**src/mds_defines.svh**
```systemverilog
// Register indices, field positions and reset values of the driver status block
`ifndef MDS_DEFINES_SVH
`define MDS_DEFINES_SVH
`define MDS_ADDR_W 10
`define MDS_IDX_STATUS_AX1 8'h6F
`define MDS_IDX_STATUS_AX2 8'h7F
`define MDS_IDX_CTRL_AX1 8'h60
`define MDS_IDX_CTRL_AX2 8'h70
`define MDS_IDX_IRQ_STATUS 8'h40
`define MDS_IDX_IRQ_MASK 8'h41
`define MDS_BIT_STANDSTILL 31
`define MDS_BIT_OPEN_B 30
`define MDS_BIT_OPEN_A 29
`define MDS_BIT_SHORT_B 28
`define MDS_BIT_SHORT_A 27
`define MDS_BIT_PREWARN 26
`define MDS_BIT_OVERHEAT 25
`define MDS_BIT_STALL 24
`define MDS_CS_MSB 20
`define MDS_CS_LSB 16
`define MDS_CS_W 5
`define MDS_LOAD_W 10
`define MDS_CTRL_W 5
`define MDS_CTRL_RST 5'h00
`define MDS_PINS_W 11
`define MDS_PINS_RST 11'h400
`define MDS_IRQ_W 6
`define MDS_IRQ_RST 6'h00
`define MDS_IRQ_SHORT0 0
`define MDS_IRQ_SHORT1 1
`define MDS_IRQ_STALL0 2
`define MDS_IRQ_STALL1 3
`define MDS_IRQ_OVERHEAT 4
`define MDS_IRQ_PREWARN 5
`endif

```
**src/mds_pkg.sv**
```systemverilog
// Types shared by the driver status block
`include "mds_defines.svh"
package mds_pkg;
  typedef struct packed {
    logic [`MDS_ADDR_W-1:0] addr;
    logic [31:0] wdata;
    logic wr;
    logic rd;
  } mds_bus_req_s;
  typedef struct packed {
    logic driver_enable_low_pin;
    logic overheat_hot;
    logic prewarn_hot;
    logic [1:0] open_load_b;
    logic [1:0] open_load_a;
    logic [1:0] short_b_det;
    logic [1:0] short_a_det;
  } mds_pins_s;
  typedef struct packed {
    logic open_load_b;
    logic open_load_a;
    logic short_b;
    logic short_a;
  } mds_axis_pins_s;
  typedef struct packed {
    logic standstill;
    logic [`MDS_LOAD_W-1:0] load_measurement_result;
    logic speed_stall;
    logic [`MDS_CS_W-1:0] current_scale;
  } mds_axis_meas_s;
  typedef struct packed {
    logic load_speed_mode;
    logic [3:0] off_time;
  } mds_axis_ctrl_s;
  typedef struct packed {
    logic prewarn;
    logic shutdown;
  } mds_thermal_s;
  typedef enum logic [1:0] {
    MDS_TH_COOL = 2'b01,
    MDS_TH_SHUT = 2'b10
  } mds_therm_e;
endpackage : mds_pkg

```
**src/mds_top.sv**
```systemverilog
// Dual-axis driver status words, protection latches and register port
//
// Chosen here: the strobed register port.
`timescale 1ns/1ps
`include "mds_defines.svh"
module mds_top
  import mds_pkg::*;
(
  input wire logic ref_clk,
  input wire logic rst,
  input wire logic clk_en,
  input wire mds_bus_req_s bus,
  output logic [31:0] reg_rdata,
  input wire mds_pins_s pins,
  input wire mds_axis_meas_s [1:0] axis_meas,
  output logic [1:0] driver_on,
  output logic irq
);

  function automatic logic hit(
    input logic [`MDS_ADDR_W-1:0] a,
    input logic [7:0] idx
  );
    hit = (a == {idx, 2'b00});
  endfunction : hit

  // Pin inputs: three stages, the first is read only by the second
  logic [`MDS_PINS_W-1:0] sync1;
  logic [`MDS_PINS_W-1:0] sync2;
  logic [`MDS_PINS_W-1:0] sync3;
  mds_pins_s pins_filt;
  mds_pins_s next_pins_filt;
  logic [`MDS_PINS_W-1:0] sync_agree;

  assign sync_agree = ~(sync2 ^ sync3);
  // A change counts only once stages two and three agree
  assign next_pins_filt = (sync3 & sync_agree) | (pins_filt & ~sync_agree);

  always_ff @(posedge ref_clk) begin
    if (rst) begin
      sync1 <= `MDS_PINS_RST;
      sync2 <= `MDS_PINS_RST;
      sync3 <= `MDS_PINS_RST;
      pins_filt <= `MDS_PINS_RST;
    end else if (clk_en) begin
      sync1 <= pins;
      sync2 <= sync1;
      sync3 <= sync2;
      pins_filt <= next_pins_filt;
    end
  end

  // Thermal shutdown; one instance serves both axes
  mds_therm_e therm;
  mds_therm_e next_therm;
  mds_thermal_s thermal;

  always_comb begin
    next_therm = therm;
    case (therm)
      MDS_TH_COOL: begin
        if (pins_filt.overheat_hot) begin
          next_therm = MDS_TH_SHUT;
        end
      end
      MDS_TH_SHUT: begin
        // Limit alone falling is not enough; the pre-warning must clear too
        if (!pins_filt.overheat_hot && !pins_filt.prewarn_hot) begin
          next_therm = MDS_TH_COOL;
        end
      end
      default: begin
        next_therm = MDS_TH_SHUT;
      end
    endcase
  end

  always_ff @(posedge ref_clk) begin
    if (rst) begin
      therm <= MDS_TH_COOL;
    end else if (clk_en) begin
      therm <= next_therm;
    end
  end

  assign thermal.prewarn = pins_filt.prewarn_hot;
  assign thermal.shutdown = (therm == MDS_TH_SHUT);

  // Register decode
  logic [1:0] wr_ctrl;
  logic wr_irq_status;
  logic wr_irq_mask;
  logic hit_status1;
  logic hit_status2;
  logic hit_ctrl1;
  logic hit_ctrl2;
  logic hit_irq_status;
  logic hit_irq_mask;

  assign hit_status1 = hit(bus.addr, `MDS_IDX_STATUS_AX1);
  assign hit_status2 = hit(bus.addr, `MDS_IDX_STATUS_AX2);
  assign hit_ctrl1 = hit(bus.addr, `MDS_IDX_CTRL_AX1);
  assign hit_ctrl2 = hit(bus.addr, `MDS_IDX_CTRL_AX2);
  assign hit_irq_status = hit(bus.addr, `MDS_IDX_IRQ_STATUS);
  assign hit_irq_mask = hit(bus.addr, `MDS_IDX_IRQ_MASK);
  assign wr_ctrl[0] = bus.wr & hit_ctrl1;
  assign wr_ctrl[1] = bus.wr & hit_ctrl2;
  assign wr_irq_status = bus.wr & hit_irq_status;
  assign wr_irq_mask = bus.wr & hit_irq_mask;
  // Status words have no write decode at all, so writes there vanish

  // Per-axis control: off time and load speed mode
  mds_axis_ctrl_s [1:0] ctrl;

  always_ff @(posedge ref_clk) begin
    if (rst) begin
      ctrl[0] <= `MDS_CTRL_RST;
      ctrl[1] <= `MDS_CTRL_RST;
    end else if (clk_en) begin
      if (wr_ctrl[0]) begin
        ctrl[0] <= bus.wdata[`MDS_CTRL_W-1:0];
      end
      if (wr_ctrl[1]) begin
        ctrl[1] <= bus.wdata[`MDS_CTRL_W-1:0];
      end
    end
  end

  // Axis instances
  logic [31:0] word [2];
  logic [1:0] short_ev;
  logic [1:0] stall_ev;

  for (genvar i = 0; i < 2; i++) begin : g_axis
    mds_axis_pins_s apins;
    assign apins.open_load_b = pins_filt.open_load_b[i];
    assign apins.open_load_a = pins_filt.open_load_a[i];
    assign apins.short_b = pins_filt.short_b_det[i];
    assign apins.short_a = pins_filt.short_a_det[i];
    mds_axis_status u_axis (
      .ref_clk(ref_clk),
      .rst(rst),
      .clk_en(clk_en),
      .ctrl(ctrl[i]),
      .driver_enable_low_pin(pins_filt.driver_enable_low_pin),
      .thermal(thermal),
      .apins(apins),
      .meas(axis_meas[i]),
      .status_word(word[i]),
      .driver_on(driver_on[i]),
      .short_event(short_ev[i]),
      .stall_event(stall_ev[i])
    );
  end

  // Interrupts: sticky events, write one to clear, set beats clear
  logic [`MDS_IRQ_W-1:0] irq_status;
  logic [`MDS_IRQ_W-1:0] irq_mask;
  logic [`MDS_IRQ_W-1:0] irq_events;
  logic [`MDS_IRQ_W-1:0] irq_clr;
  logic [`MDS_IRQ_W-1:0] next_irq_status;

  assign irq_events[`MDS_IRQ_SHORT0] = short_ev[0];
  assign irq_events[`MDS_IRQ_SHORT1] = short_ev[1];
  assign irq_events[`MDS_IRQ_STALL0] = stall_ev[0];
  assign irq_events[`MDS_IRQ_STALL1] = stall_ev[1];
  assign irq_events[`MDS_IRQ_OVERHEAT] = (next_therm == MDS_TH_SHUT) && (therm == MDS_TH_COOL);
  assign irq_events[`MDS_IRQ_PREWARN] = next_pins_filt.prewarn_hot & ~pins_filt.prewarn_hot;
  assign irq_clr = wr_irq_status ? bus.wdata[`MDS_IRQ_W-1:0] : `MDS_IRQ_RST;
  assign next_irq_status = (irq_status & ~irq_clr) | irq_events;

  always_ff @(posedge ref_clk) begin
    if (rst) begin
      irq_status <= `MDS_IRQ_RST;
      irq_mask <= `MDS_IRQ_RST;
    end else if (clk_en) begin
      irq_status <= next_irq_status;
      if (wr_irq_mask) begin
        irq_mask <= bus.wdata[`MDS_IRQ_W-1:0];
      end
    end
  end

  assign irq = |(irq_status & irq_mask);

  // Read path; selection has no side effect on any flag
  logic [31:0] rd_sel;

  assign rd_sel = hit_status1 ? word[0] :
                  hit_status2 ? word[1] :
                  hit_ctrl1 ? {27'h0, ctrl[0]} :
                  hit_ctrl2 ? {27'h0, ctrl[1]} :
                  hit_irq_status ? {26'h0, irq_status} :
                  hit_irq_mask ? {26'h0, irq_mask} :
                  32'h0;

  // Data stand in the cycle after a strobe taken with clk_en high, zero after other enabled cycles, held while clk_en is low
  always_ff @(posedge ref_clk) begin
    if (rst) begin
      reg_rdata <= 32'h0;
    end else if (clk_en) begin
      reg_rdata <= bus.rd ? rd_sel : 32'h0;
    end
  end
endmodule : mds_top

```
**src/mds_axis_status.sv**
```systemverilog
// One axis: ground-short latches, stall flag, driver gate and status word
`timescale 1ns/1ps
`include "mds_defines.svh"
module mds_axis_status
  import mds_pkg::*;
(
  input wire logic ref_clk,
  input wire logic rst,
  input wire logic clk_en,
  input wire mds_axis_ctrl_s ctrl,
  input wire logic driver_enable_low_pin,
  input wire mds_thermal_s thermal,
  input wire mds_axis_pins_s apins,
  input wire mds_axis_meas_s meas,
  output logic [31:0] status_word,
  output logic driver_on,
  output logic short_event,
  output logic stall_event
);
  logic short_a;
  logic short_b;
  logic stall_q;
  logic [31:0] next_word;
  wire user_off = (ctrl.off_time == 4'h0) || driver_enable_low_pin;
  // Set wins: a short seen while being disabled stays latched
  wire next_short_a = apins.short_a | (short_a & ~user_off);
  wire next_short_b = apins.short_b | (short_b & ~user_off);
  wire load_zero = (meas.load_measurement_result == `MDS_LOAD_W'h0);
  wire stall_now = load_zero | (ctrl.load_speed_mode & meas.speed_stall);
  // Open-load bits are not part of the gate on purpose
  wire next_on = ~user_off & ~next_short_a & ~next_short_b & ~thermal.shutdown;

  always_comb begin
    next_word = 32'h0;
    next_word[`MDS_BIT_STANDSTILL] = meas.standstill;
    next_word[`MDS_BIT_OPEN_B] = apins.open_load_b;
    next_word[`MDS_BIT_OPEN_A] = apins.open_load_a;
    next_word[`MDS_BIT_SHORT_B] = next_short_b;
    next_word[`MDS_BIT_SHORT_A] = next_short_a;
    next_word[`MDS_BIT_PREWARN] = thermal.prewarn;
    next_word[`MDS_BIT_OVERHEAT] = thermal.shutdown;
    next_word[`MDS_BIT_STALL] = stall_now;
    next_word[`MDS_CS_MSB:`MDS_CS_LSB] = meas.current_scale;
  end

  always_ff @(posedge ref_clk) begin
    if (rst) begin
      short_a <= 1'b0;
      short_b <= 1'b0;
      stall_q <= 1'b0;
      driver_on <= 1'b0;
      status_word <= 32'h0;
    end else if (clk_en) begin
      short_a <= next_short_a;
      short_b <= next_short_b;
      stall_q <= stall_now;
      driver_on <= next_on;
      status_word <= next_word;
    end
  end

  assign short_event = (next_short_a & ~short_a) | (next_short_b & ~short_b);
  assign stall_event = stall_now & ~stall_q;
endmodule : mds_axis_status

```
**config.mk**
```make
export PLATFORM = sky130hd
export DESIGN_NAME = mds_top
export DESIGN_NICKNAME = d
export VERILOG_FILES = /design/src/mds_pkg.sv /design/src/mds_top.sv /design/src/mds_axis_status.sv
export VERILOG_INCLUDE_DIRS = /design/src
export SDC_FILE = /design/constraint.sdc
export NUM_CORES = 1
export LEC_CHECK = 0
export BUFFER_PORTS_ARGS = -buffer_cell sky130_fd_sc_hd__buf_2
export CAP_MARGIN = 20
export CORE_MARGIN = 3
export CORE_UTILIZATION = 56
export DETAILED_ROUTE_END_ITERATION = 8
export PLACE_DENSITY_LB_ADDON = 0.12
export REMOVE_ABC_BUFFERS = 1
export SLEW_MARGIN = 20
export SYNTH_ARGS = -nofsm -noshare
export SYNTH_HDL_FRONTEND = slang
export SYNTH_SLANG_ARGS = --single-unit
```
**constraint.sdc**
```tcl
create_clock -name ref_clk -period 4.5 [get_ports ref_clk]
set_input_delay 0.675 -clock ref_clk [delete_from_list [all_inputs] [get_ports ref_clk]]
set_output_delay 0.675 -clock ref_clk [all_outputs]
set_load 0.01 [all_outputs]
```
==> results of run 1 <==
==> per-layer routing <==
metal,track usage [%],up-vias
met1,27.48,1766
met4,7.773,0
met3,6.228,19
met2,34.09,106
met5,0,-
li1,-,1953
==> stage by stage <==
step	setup WS (ns)	hold WS (ns)
2_1_floorplan	2.645	0.4296
3_3_place_gp	2.053	0.4295
3_5_place_dp	2.009	0.4363
4_1_cts	2.472	0.3869
5_1_grt	2.370	0.3915
6_report	2.469	0.3952
==> area by class of cell <==
cell class | count | area [um^2]
Fill cell | 646 | 2471
Multi-Input combinational cell | 363 | 2322
Sequential cell | 113 | 2262
Timing Repair Buffer | 90 | 460.4
Clock buffer | 18 | 427.9
Clock inverter | 13 | 186.4
Tap cell | 105 | 131.4
Inverter | 10 | 37.54
==> cells by family (layout without fill, tap and decap cells) <==
logic type / Yosys count / count (layout) / share of synthesized area, %
compound gates: 97 / 97 / 12.93
other cells: 1 / 13 / 0.07779
simple gates: 171 / 171 / 17.05
buf+inv: 53 / 131 / 5.891
mux: 80 / 80 / 16.61
flops: 113 / 113 / 46.92
fa+ha+maj: 2 / 2 / 0.5190
==> report_power, final <==
part           total [uW]  switching [uW]  internal (uW)
logic                 152            89.2           62.9
clock network        1370             460            910
registers            1040            14.1           1020
total                2560             563           2000
==> registers in the layout (all words and copies together) (netlist names), named ones only <==
signal                     flops
ctrl                          10
g_axis.u_axis.driver_on        2
g_axis.u_axis.status_word     24
irq_mask                       6
irq_status                     6
pins_filt                      1
reg_rdata                     19
sync1                         11
sync2                         11
sync3                         11
therm                          2
==> worst paths after layout <==
| check | end | slack (ns) | cells after the start |
|---|---|---|---|
| setup reg to reg | g_axis[1].u_axis.driver_on | 2.76 | 6 |
| hold reg to reg | reg_rdata[18] | 0.44 | 2 |
| hold / removal | sync1[10] | 0.40 | 3 |
| setup / recovery | irq | 2.47 | 3 |
==> worst reg2reg max path: stages, from the launching register on <==
cell and delay (ns):
sky130_fd_sc_hd__dfxtp_1 0.36, sky130_fd_sc_hd__inv_1 0.09, sky130_fd_sc_hd__ha_1 0.27, sky130_fd_sc_hd__or4_1 0.48, sky130_fd_sc_hd__nor4_1 0.25, sky130_fd_sc_hd__mux2i_1 0.13, sky130_fd_sc_hd__nor2_1 0.10
==> placed cells by master (no fill, tap or decap), types with 3 or more instances in the layout <==
cell type                    count
sky130_fd_sc_hd__o21ai_0        26
sky130_fd_sc_hd__mux2i_1        80
sky130_fd_sc_hd__a21oi_1        29
sky130_fd_sc_hd__dfxtp_1       113
sky130_fd_sc_hd__buf_4           4
sky130_fd_sc_hd__a211oi_1        3
sky130_fd_sc_hd__o21ai_2        10
sky130_fd_sc_hd__inv_1           9
sky130_fd_sc_hd__buf_2          86
sky130_fd_sc_hd__a32o_1          5
sky130_fd_sc_hd__conb_1         13
sky130_fd_sc_hd__nor2_1         77
sky130_fd_sc_hd__nand3_1        11
sky130_fd_sc_hd__a21o_1          5
sky130_fd_sc_hd__nor2b_1         6
sky130_fd_sc_hd__clkbuf_16      16
sky130_fd_sc_hd__nand2_1        41
sky130_fd_sc_hd__nor4_1          8
sky130_fd_sc_hd__a22oi_1        10
sky130_fd_sc_hd__clkinvlp_4      4
sky130_fd_sc_hd__bufinv_16       4
sky130_fd_sc_hd__and2_1          3
==> impl_summary.md, run 1 <==
Clock tree
The number of sinks driven by the clock tree is 113. Gates resized during post-CTS repair numbered 0. After clock tree synthesis, the setup repair step added 0 buffers.

The number of hold buffers added after CTS was 0. The longest clock path from root to sink contains 2 buffers. The CTS buffer count is 17. The number of levels the H-tree was split into is 4. Clock tree synthesis selected as its root buffer the cell sky130_fd_sc_hd__clkbuf_8.

For the worst-skew pair, the clock arrives at the later sink with an insertion delay of approximately 0.51 ns. The clock tree from TritonCTS is done. The clock-pin slew on the worst setup and hold paths is 0.05 ns.

Timing
The final setup skew is 0.004748 ns. The relative max-transition margin is approximately 52%. The ratio of final minimum period to clock period is 45.14%. The number of endpoints failing setup at the final stage is 0.

Adding up every negative setup slack in the final design gives 0 ns. The final critical delay including setup and external delays is 2.031 ns. The final count of hold timing violations is 0. Setup repair after global routing left no endpoint under its margin. Static timing analysis puts the maximum clock frequency at 492.3 MHz. For the pin with the worst max-slew slack, the measured transition is 0.7245 ns. The number of pins with negative max-slew slack in the final report is 0.

Worst setup path
The data arrival time at the worst-slack endpoint is around 1.4 ns. The sum of buffers and inverters on the critical path is 1. STA puts the critical path data required time at 3.83 ns. In this run the worst path has a maximum fanout of 3. The sort of element at the end of the critical path is an output port.

The startpoint of the worst setup timing path is irq_mask[1]. The launch point of the worst reg-to-reg path is therm[0]. Traced cell by cell, the critical path runs through a22oi_1 > nand3_1 > buf_2. The largest single stage delay on the critical path is ~0.32 ns.

For this design, the slowest cell found on the critical path is sky130_fd_sc_hd__dfxtp_1. The critical path's top delay family is flip-flops. The kind of critical path is register to output port. The startpoint type of the worst setup path is a register.

Finish
0 antenna diodes ended up in the layout. The finished layout holds 712 standard cells, fillers aside. From synthesis to final layout, the design area changed by 20.89%.

The utilization of the core after routing is 70.22%. The finished cells cover 5828 um^2. Cells with a size suffix above 1 make up 23.06% of the layout. The number of nets at the end of the flow is 689.

Pwr
Total power for the finished layout comes to 2560 uW. The power per cell area is 439.2 nW/um^2. The total leakage power is 0.002702 uW. The peak ir drop on the vdd network is roughly 0.00024 V.

GRT
Across every metal layer, demand over resource in global routing totals between 20% and 30%. The first global-routing pass estimated ~17000 um of wire. The via count of the first global-routing pass is 3586. The aggregate global routing overflow is 0.

The pin count of the biggest net entering global routing is between 50 and 60. The number of antenna violations at the first check in global routing came to 0.

Drt
In the detailed route, the total length drawn on met2 is 4888 um. Detailed routing placed a total of approximately 630 um of wire on met3. The residual DRC count is 0. For this block, the via count after detailed routing is 3844. The count of routing violations after the opening detailed-route iteration is 176. The count of nets left with antenna violations once routing finished came out at 0. The sum of routed wire length over all layers is 10310 um.

For this run, the detailed router's first-pass iteration total came to 5. After detailed routing, the wire length on met1 is roughly 4600 um. After detailed routing, the average wire length per cell comes to ~14 um. The routed via count divided by cell count is 5.399. The highest layer used for signal routing is met4.

Synthesis
For this run, the register share of the synthesized area comes to 46.92%. The commonest cells after synthesis are sky130_fd_sc_hd__dfxtp_1 (113), sky130_fd_sc_hd__mux2i_1 (80), sky130_fd_sc_hd__nor2_1 (78). The fraction of post-synthesis cell area in the top cell type by area is 46.92%. The flop and latch count out of synthesis is 113.

The leading register cell type out of synthesis is sky130_fd_sc_hd__dfxtp_1. Among all cell types in the netlist, the one instantiated most often is sky130_fd_sc_hd__dfxtp_1. Summed over all instances, the cell type with the most area after synthesis is sky130_fd_sc_hd__dfxtp_1. In the post-synthesis netlist, the biggest area contributors are sky130_fd_sc_hd__dfxtp_1 (47%), sky130_fd_sc_hd__mux2i_1 (17%), sky130_fd_sc_hd__nor2_1 (6.1%). The async set-or-reset flop fraction in the synthesized netlist is 0%. Synthesis produced about 520 cells. Yosys mapped a number of flops with a built-in enable equal to 0. The unique cell type count in the Yosys netlist is 49.

The Yosys step of the flow raised 0 warnings. In this run the mean area of a mapped cell was 9.325 um^2. After synthesis the cells add up to 4821 um^2.

Status
The run finished with clean final reports.

Die
From left edge to right edge, the die measures 98.79 um. The count of standard-cell rows is 33. The overall die area is 9758 um^2. For this configuration, the core starts out at a cell density of between 50% and 60%. During I/O placement, the number of pins put on the boundary was approximately 130. The standard cell core area is around 8300 um^2. In this run the vertical extent of the chip is 98.79 um.

Min path
The worst hold path class is primary input to register. The startpoint of the tightest hold check path is pins[10].

Placement
The final weighted congestion in routability-driven placement is 0.8208. Detailed placement finished with a half-perimeter wire length of 6764 um. The area of placed instances is between 5000 and 6000 um^2. Counting tap cells, the placed design contains a total of 681 instances. During placement, the flow inserted port buffers numbering 87.

Job
Max-cap violations in this run came to 0.
No activity file was read; power rests on OpenSTA's default activity.
==> run 2: changes to the inputs <==
ABC_AREA = 1   (was unset)
CORE_UTILIZATION = 48   (was 56)
clock period = 1.82 ns   (was 4.5 ns; I/O delays follow)
==> run 2 against run 1 <==
Net effect:
- largest power group unchanged
- non-clock buffer count up 20
- area after synthesis up 3.2%
- setup slack worse by 2.3 ns
- global-route usage down 0.23 points
- clock power up 130%
- sequential power rose to 2.5 times the previous value
==> impl_summary.md, run 2 <==
GRT
The met2 global-route usage is 37.79% (was 34.09%). The all-layer global routing usage is 21.10% (was 21.33%). The most congested layer reported by global routing is met2 (unchanged). The wire length of the first global-routing pass is 19460 um (was 16910 um).

The met1 routing resource usage after global routing is 24.30% (was 27.48%). The number of antenna violations at the first check in global routing came to 0 (unchanged). The aggregate global routing overflow was 0 (unchanged). The via count of the first global-routing pass is 4435 (was 3586). The pin count of the biggest net entering global routing is 63 (was 51). The global-route track usage on met3 is 5.159% (was 6.228%).

Clock tree
The number of sinks driven by the clock tree is 113 (unchanged). The clock root buffer is sky130_fd_sc_hd__clkbuf_8 (unchanged). The clock-pin slew on the worst setup and hold paths is 0.06 ns (was 0.05 ns). The clock latency on the worst-skew pair is 0.51 ns (about the same). The number of buffers inserted by post-CTS setup repair is 0 (unchanged). The clock tree from TritonCTS is done (unchanged). The clock tree buffer depth is 2 (unchanged). The CTS buffer count is 17 (unchanged). The number of levels the H-tree was split into is 4 (unchanged).

Worst setup path
The startpoint of the worst setup timing path is irq_status[0] (was irq_mask[1]). The startpoint type of the worst setup path is a register (unchanged). The kind of critical path is register to output port (unchanged).

The end of the critical path was irq (unchanged). The minimum setup slack among reg-to-reg paths is 0.44 ns (was 2.76 ns). The data required time of the worst path is 1.55 ns (was 3.83 ns).

The launch point of the worst reg-to-reg path is therm[0] (unchanged). The sort of element at the end of the critical path is an output port (unchanged). The maximum fanout along the worst path is 3 (unchanged). The endpoint of the lowest-slack register-to-register path is g_axis[0].u_axis.driver_on (was g_axis[1].u_axis.driver_on). The depth of the worst register-to-register path is 7 (was 6). The data arrival time at the worst-slack endpoint came to 1.42 ns (was 1.36 ns).

Finish
The register bank with the most flops was g_axis.u_axis.status_word (unchanged). Regs by FF count: g_axis.u_axis.status_word (24), reg_rdata (19) (unchanged). The utilization of the core after routing is 62.10% (was 70.22%). The number of nets at the end of the flow came to 852 (was 689).

Most frequent cells in the layout: sky130_fd_sc_hd__dfxtp_1 (113), sky130_fd_sc_hd__nand2_1 (97), sky130_fd_sc_hd__buf_2 (87) (was sky130_fd_sc_hd__dfxtp_1 (113), sky130_fd_sc_hd__buf_2 (86), sky130_fd_sc_hd__mux2i_1 (80)). The most frequent standard cell in the layout excluding fill and tap cells is sky130_fd_sc_hd__dfxtp_1 (unchanged). The layout-stage area growth over the synthesis result is 23.69% (was 20.89%).

The fraction of layout instances using a drive strength above 1 was 23.09% (was 23.06%). The number of diodes was 0 (unchanged). The number of flip-flops in the largest register is 24 (unchanged).

Timing
The total negative slack came to 0 ns (unchanged). Setup repair after global routing missed its margin: false (unchanged). The number of endpoints failing setup at the final stage is 0 (unchanged). The final setup skew is 0.008040 ns (was 0.004748 ns). The ratio of final minimum period to clock period is 92.98%. The final count of hold timing violations is 0 (unchanged). Derived from the worst setup path, the maximum achievable clock frequency is 590.9 MHz. The smallest clock period supported by the final layout is computed as 1.692 ns. The number of pins with negative max-slew slack in the final report is 0 (unchanged).

Synthesis
The post-synthesis instance area is 4975 um^2 (was 4821 um^2). The leading register cell type out of synthesis is sky130_fd_sc_hd__dfxtp_1 (unchanged). The number of standard cells after synthesis is 664 (was 517). The proportion of synthesized chip area in sequential cells is 45.47% (was 46.92%). The count of flip-flops with a built-in enable after synthesis is 0 (unchanged). The async set-or-reset flop fraction in the synthesized netlist is 0% (unchanged).

The unique cell type count in the Yosys netlist is 34 (was 49). The cell with the most instances after synthesis is sky130_fd_sc_hd__dfxtp_1 (unchanged). The library cell occupying the most area in the post-synthesis netlist is sky130_fd_sc_hd__dfxtp_1 (unchanged). Top cells by count, synth: sky130_fd_sc_hd__dfxtp_1 (113), sky130_fd_sc_hd__nand2_1 (97), sky130_fd_sc_hd__nor2_1 (75) (was sky130_fd_sc_hd__dfxtp_1 (113), sky130_fd_sc_hd__mux2i_1 (80), sky130_fd_sc_hd__nor2_1 (78)). The fraction of post-synthesis cell area in the top cell type by area is 45.47% (was 46.92%). The count of yosys warnings during synthesis was 0 (unchanged). The mean post-synth cell area came to 7.492 um^2 (was 9.325 um^2).

Biggest area contributors in the synthesized netlist: sky130_fd_sc_hd__dfxtp_1 (45%), sky130_fd_sc_hd__a21oi_1 (7.4%), sky130_fd_sc_hd__nand2_1 (7.3%) (was sky130_fd_sc_hd__dfxtp_1 (47%), sky130_fd_sc_hd__mux2i_1 (17%), sky130_fd_sc_hd__nor2_1 (6.1%)). The flop and latch count out of synthesis is 113 (unchanged).

Die
The overall die height is 107.8 um (was 98.79 um). The horizontal die dimension is 107.8 um (was 98.79 um). The standard cell core area is 9910 um^2 (was 8299 um^2). The count of standard-cell rows was 36 (was 33). The overall die area is 11620 um^2 (was 9758 um^2).

The total I/O pin count is 127 (unchanged). The effective utilization at floorplan is 50.20% (was 58.09%).

Pwr
The total power is 6131 uW (was 2560 uW). The clock share of power is 50.5% (was 53.5%). The total leakage power is 0.002589 uW (was 0.002702 uW). The internal power summed over all cells was 4664 uW (was 1996 uW).

The part of the total power dissipated in combinational logic is 7.2% (was 5.9%). The switching power total was 1468 uW (was 563.4 uW). The peak ir drop on the vdd network is 0.0006541 V (was 0.0002390 V). The fraction of power spent switching nets was 23.94% (was 22.01%).

The power per cell area is 996.4 nW/um^2 (was 439.2 nW/um^2). The register share of total power was 42.3% (was 40.5%).

Drt
The routed via count divided by cell count is 4.992 (was 5.399). The routed via count came to 4513 (was 3844). The mean routed wirelength per cell is 12.86 um (was 14.48 um).

The sum of routed wire length over all layers is 11630 um (was 10310 um). The residual DRC count is 0 (unchanged). The count of routing violations after the opening detailed-route iteration is 249 (was 176).

The number of nets with antenna violations after routing was 0 (unchanged). The number of optimization iterations in the first detailed-route pass is 5 (unchanged).

Min path
The worst hold path class is primary input to register (unchanged).

Placement
The port buffer count is 87 (unchanged). The final weighted congestion in routability-driven placement is 0.8353 (was 0.8208). The detailed placer's ending HPWL is 7947 um (was 6764 um).

Job
The max-cap violation count is 0 (unchanged).

Status
Outcome: finished clean (unchanged).
## run 2: cell count changes after synthesis, moves of 10 or more
cell and change:
sky130_fd_sc_hd__mux2i_1 -80, sky130_fd_sc_hd__inv_1 +56, sky130_fd_sc_hd__nand2_1 +56, sky130_fd_sc_hd__a21oi_1 +45, sky130_fd_sc_hd__o21ai_0 +43, sky130_fd_sc_hd__nand3_1 +28, sky130_fd_sc_hd__o21ai_1 +17, sky130_fd_sc_hd__a22oi_1 -10
sky130_fd_sc_hd__o21ai_2 -10
## run 2: critical path, cell delays in order, from the launching register on
cell                       delay [ns]
sky130_fd_sc_hd__dfxtp_1         0.33
sky130_fd_sc_hd__nand2_1         0.07
sky130_fd_sc_hd__nand2_1         0.06
sky130_fd_sc_hd__a221oi_2        0.17
sky130_fd_sc_hd__nand3_1         0.13
sky130_fd_sc_hd__buf_2           0.16
## run 2: timing repair
item / 4_1_cts / 5_1_grt
hold buffers: 10 / 0
endpoints found under the hold margin: 10 / 0
setup endpoints to repair: 0 / 1
gates resized for setup: 0 / 1
## run 2: kinds of logic (layout without fill, tap and decap cells)
logic type | Yosys count | count (layout) | synth area share, %
and+or+nand+nor | 240 | 240 | 21.18
AOI/OAI and AO/OA | 191 | 191 | 22.33
buffers and inverters | 117 | 212 | 10.44
DFF | 113 | 113 | 45.47
adders and majority gates | 2 | 2 | 0.5029
other | 1 | 13 | 0.07538
## run 2: cell type report
| cell class | count | area (um^2) |
|---|---|---|
| tap | 133 | 166.4 |
| fill | 935 | 3756 |
| clock buffer | 18 | 417.9 |
| sequential | 113 | 2262 |
| timing repair buffer | 110 | 658.1 |
| inverter | 70 | 262.8 |
| multi-input combinational | 446 | 2245 |
| clock inverter | 14 | 141.4 |
## run 2: metal layers
layer,up-vias,part of all wire (%)
met2,115,49
met5,-,0
met4,0,0.89
met1,2030,45
li1,2358,-
met3,10,4.9
## run 2: through the flow
step                instances  hold WS [ns]  setup WS, ns  cell area [um^2]
global placement          862        0.4388        0.3021              5488
CTS                       904       0.01141       0.06625              6147
floorplan                 629        0.3354       -0.5174              4763
detailed placement        862        0.4428        0.2866              5488
finish                    904       0.01575        0.1278              6153
global route              904       0.01871       0.02166              6153
## run 2: power groups by stage
stage | Sequential [uW] | Clock (uW) | Combinational [uW]
finish | 2600 | 3090 | 441
CTS | 2600 | 3150 | 442
detailed placement | 2650 | 0 | 422
global route | 2600 | 3280 | 507
floorplan | 2640 | 0 | 235
global placement | 2640 | 0 | 411
## run 2: worst min path at each step
stage,cells past startpoint,to,start
2_1_floorplan,1,reg_rdata[17],rst
3_3_place_gp,2,sync1[10],sync1[10]
3_5_place_dp,2,sync1[10],sync1[10]
4_1_cts,3,sync1[6],pins[6]
5_1_grt,3,sync1[6],pins[6]
6_report,3,sync1[6],pins[6]
==> run 3: changes to the inputs <==
CELL_PAD_IN_SITES_DETAIL_PLACEMENT = 0   (was unset)
CELL_PAD_IN_SITES_GLOBAL_PLACEMENT = 2   (was unset)
CORE_UTILIZATION = 26   (was 48)
==> run 3 against run 2 <==
Net effect:
- cell count rose by 9.8%
- clock-buffer cell count rose by 3
- via count fell by 0.91%
- routed wire length rose by 18%
- critical path depth did not move
- clock skew fell by 0.0029 ns
- clock power rose by 17%
- core utilization fell by 28 points
- cell area rose by 1.9%
- sequential cell count did not move
- die area rose by 79%
- worst hold slack improved by 0.055 ns
- critical endpoint unchanged
- largest power group unchanged
- highest routed layer unchanged
==> impl_summary.md, run 3 (synthesis results as in run 2) <==
Drt
The mean routed wirelength per cell is 13.77 um (was 12.86 um). The count of routing violations after the opening detailed-route iteration was 132 (was 249). The routed via count is 4472 (was 4513). The number of optimization iterations in the first detailed-route pass was 5 (unchanged). The number of nets with antenna violations after routing is 0 (unchanged).

The routed via count divided by cell count is 4.504 (was 4.992). The residual DRC count is 0 (unchanged). The sum of routed wire length over all layers was 13680 um (was 11630 um).

Finish
The post-route cell area was 6270 um^2 (was 6153 um^2). The filler cell count in the final layout came to 1982 (was 935). Regs by FF count: g_axis.u_axis.status_word (24), reg_rdata (19) (unchanged). The non-filler instance count after layout is 993 (was 904).

Most frequent cells in the layout: sky130_fd_sc_hd__dfxtp_1 (113), sky130_fd_sc_hd__nand2_1 (97), sky130_fd_sc_hd__buf_2 (87) (unchanged). The most frequent standard cell in the layout excluding fill and tap cells is sky130_fd_sc_hd__dfxtp_1 (unchanged). The fraction of layout instances using a drive strength above 1 is 23.43% (was 23.09%).

The number of nets at the end of the flow is 846 (was 852). The layout-stage area growth over the synthesis result is 26.03% (was 23.69%). The number of flip-flops in the largest register came to 24 (unchanged). The register bank with the most flops is g_axis.u_axis.status_word (unchanged).

The number of diodes is 0 (unchanged).

Timing
The worst hold margin is 0.07081 ns (was 0.01575 ns). The number of pins with negative max-slew slack in the final report is 0 (unchanged). The maximum clock rate is 618.1 MHz (was 590.9 MHz). The total negative slack is 0 ns (unchanged). Setup repair after global routing missed its margin: false (unchanged). The worst setup margin is 0.2022 ns (was 0.1278 ns).

The final setup skew is 0.005173 ns (was 0.008040 ns). The final count of hold timing violations is 0 (unchanged). The number of endpoints failing setup at the final stage is 0 (unchanged).

The final critical delay including setup and external delays is 1.618 ns (was 1.692 ns). The ratio of final minimum period to clock period is 88.89% (was 92.98%).

Placement
The pre-CTS worst setup slack is 0.2508 ns (was 0.2866 ns). The area of placed instances was 5627 um^2 (was 5488 um^2). The final weighted congestion in routability-driven placement is 0.7644 (was 0.8353). The instance count after placement with tap cells included is 962 (was 862). The port buffer count was 87 (unchanged). The detailed placer's ending HPWL came to 9533 um (was 7947 um).

Worst setup path
The peak per-stage delay on the critical path is 0.33 ns (about the same). The depth of the worst register-to-register path is 7 (unchanged). The sum of buffers and inverters on the critical path is 1 (unchanged). The critical path's top delay family is flip-flops (unchanged). The startpoint type of the worst setup path is a register (unchanged).

The library cell appearing most often on the critical path is sky130_fd_sc_hd__nand2_1 (unchanged). The maximum fanout along the worst path came to 3 (unchanged). The sort of element at the end of the critical path is an output port (unchanged).

The kind of critical path is register to output port (unchanged). The cell at the slowest stage of the critical path is sky130_fd_sc_hd__dfxtp_1 (unchanged). The number of gates on the worst path with buffers counted came to 5 (unchanged). Critical path cell sequence: nand2_1 > nand2_1 > a221oi_1 > nand3_1 > buf_2 (was nand2_1 > nand2_1 > a221oi_2 > nand3_1 > buf_2). The data required time of the worst path was 1.55 ns (about the same). The startpoint of the worst setup timing path is irq_status[0] (unchanged). The minimum setup slack among reg-to-reg paths came to 0.49 ns (was 0.44 ns). The launch point of the worst reg-to-reg path is therm[0] (unchanged). The endpoint of the lowest-slack register-to-register path was g_axis[0].u_axis.driver_on (unchanged). The data arrival time at the worst-slack endpoint is 1.34 ns (was 1.42 ns). The end of the critical path is irq (unchanged).

GRT
The wire length of the first global-routing pass is 22430 um (was 19460 um). The all-layer global routing usage is 13.76% (was 21.10%). The pin count of the biggest net entering global routing is 63 (unchanged). The via count of the first global-routing pass came to 4345 (was 4435). The aggregate global routing overflow is 0 (unchanged). The number of antenna violations at the first check in global routing is 0 (unchanged).

Die
The effective utilization at floorplan came to 27.05% (was 50.20%). The standard cell core area is 18390 um^2 (was 9910 um^2). The overall die area was 20830 um^2 (was 11620 um^2). The overall die height is 144.3 um (was 107.8 um).

The count of standard-cell rows came to 49 (was 36). The total I/O pin count is 127 (unchanged). The horizontal die dimension came to 144.3 um (was 107.8 um).

Min path
The worst hold path class is primary input to register (unchanged).

Clock tree
The clock tree from TritonCTS is done (unchanged). The clock tree buffer depth came to 2 (unchanged). The CTS buffer count came to 17 (unchanged). The number of levels the H-tree was split into came to 4 (unchanged). The clock-pin slew on the worst setup and hold paths is 0.05 ns (was 0.06 ns). The clock latency on the worst-skew pair is 0.41 ns (was 0.51 ns). The number of gates resized after CTS is 0 (unchanged).

The number of buffers inserted by post-CTS setup repair is 0 (unchanged). The number of buffers inserted by hold repair at cts came to 0 (was 10). The number of sinks driven by the clock tree was 113 (unchanged). The clock root buffer is sky130_fd_sc_hd__clkbuf_16 (was sky130_fd_sc_hd__clkbuf_8).

Job
The max-cap violation count was 0 (unchanged).

Pwr
The peak ir drop on the vdd network is 0.0006807 V (was 0.0006541 V). The total leakage power was 0.002596 uW (was 0.002589 uW). The power per cell area is 1062 nW/um^2 (was 996.4 nW/um^2).

Status
Outcome: finished clean (unchanged).
## run 3: power breakdown
group | switching, uW | internal, uW | leakage [uW]
Clock | 1140 | 2490 | 0.000317
Combinational | 284 | 155 | 0.00136
Sequential | 36.9 | 2560 | 0.000922
Total | 1460 | 5200 | 0.00260
## run 3: worst min path at each step
stage | from | endpoint | slack, ns | cells after the start
after floorplan | rst | reg_rdata[17] | 0.34 | 1
after global placement | sync1[10] | sync1[10] | 0.44 | 2
after detailed placement | sync1[10] | sync1[10] | 0.45 | 2
after CTS | pins[10] | sync1[10] | 0.05 | 3
after global routing | pins[10] | sync1[10] | 0.06 | 3
final | pins[10] | sync1[10] | 0.07 | 3
## run 3: routing by layer
metal	vias to the layer above	wire length (um)	track usage, %
met5	-	0	0
met2	79	6414	21.87
met3	10	569	3.968
met1	2031	6587	18.34
li1	2352	-	-
met4	0	106	3.682
## run 3: tightest hold or removal path: stages
cell and delay [ns]:
sky130_fd_sc_hd__buf_2 0.07, sky130_fd_sc_hd__nand2_1 0.04, sky130_fd_sc_hd__nand3_1 0.06
## run 3: through the flow
stage	power, uW	util [%]
final	6660	34.09
after global routing	6971	34.09
after global placement	3082	30.59
after detailed placement	3092	30.59
after CTS	6773	34.09
after floorplan	2873	-
## run 3: layout make-up
type | instances | area (um^2) | area share, %
flip-flops and latches | 113 | 2262 | 36.08
multi-input cells | 446 | 2238 | 35.70
repair buffers | 104 | 575.6 | 9.180
clock buffers | 21 | 460.4 | 7.344
well taps | 229 | 286.5 | 4.570
inverters | 70 | 264.0 | 4.211
clock inverters | 10 | 182.7 | 2.914
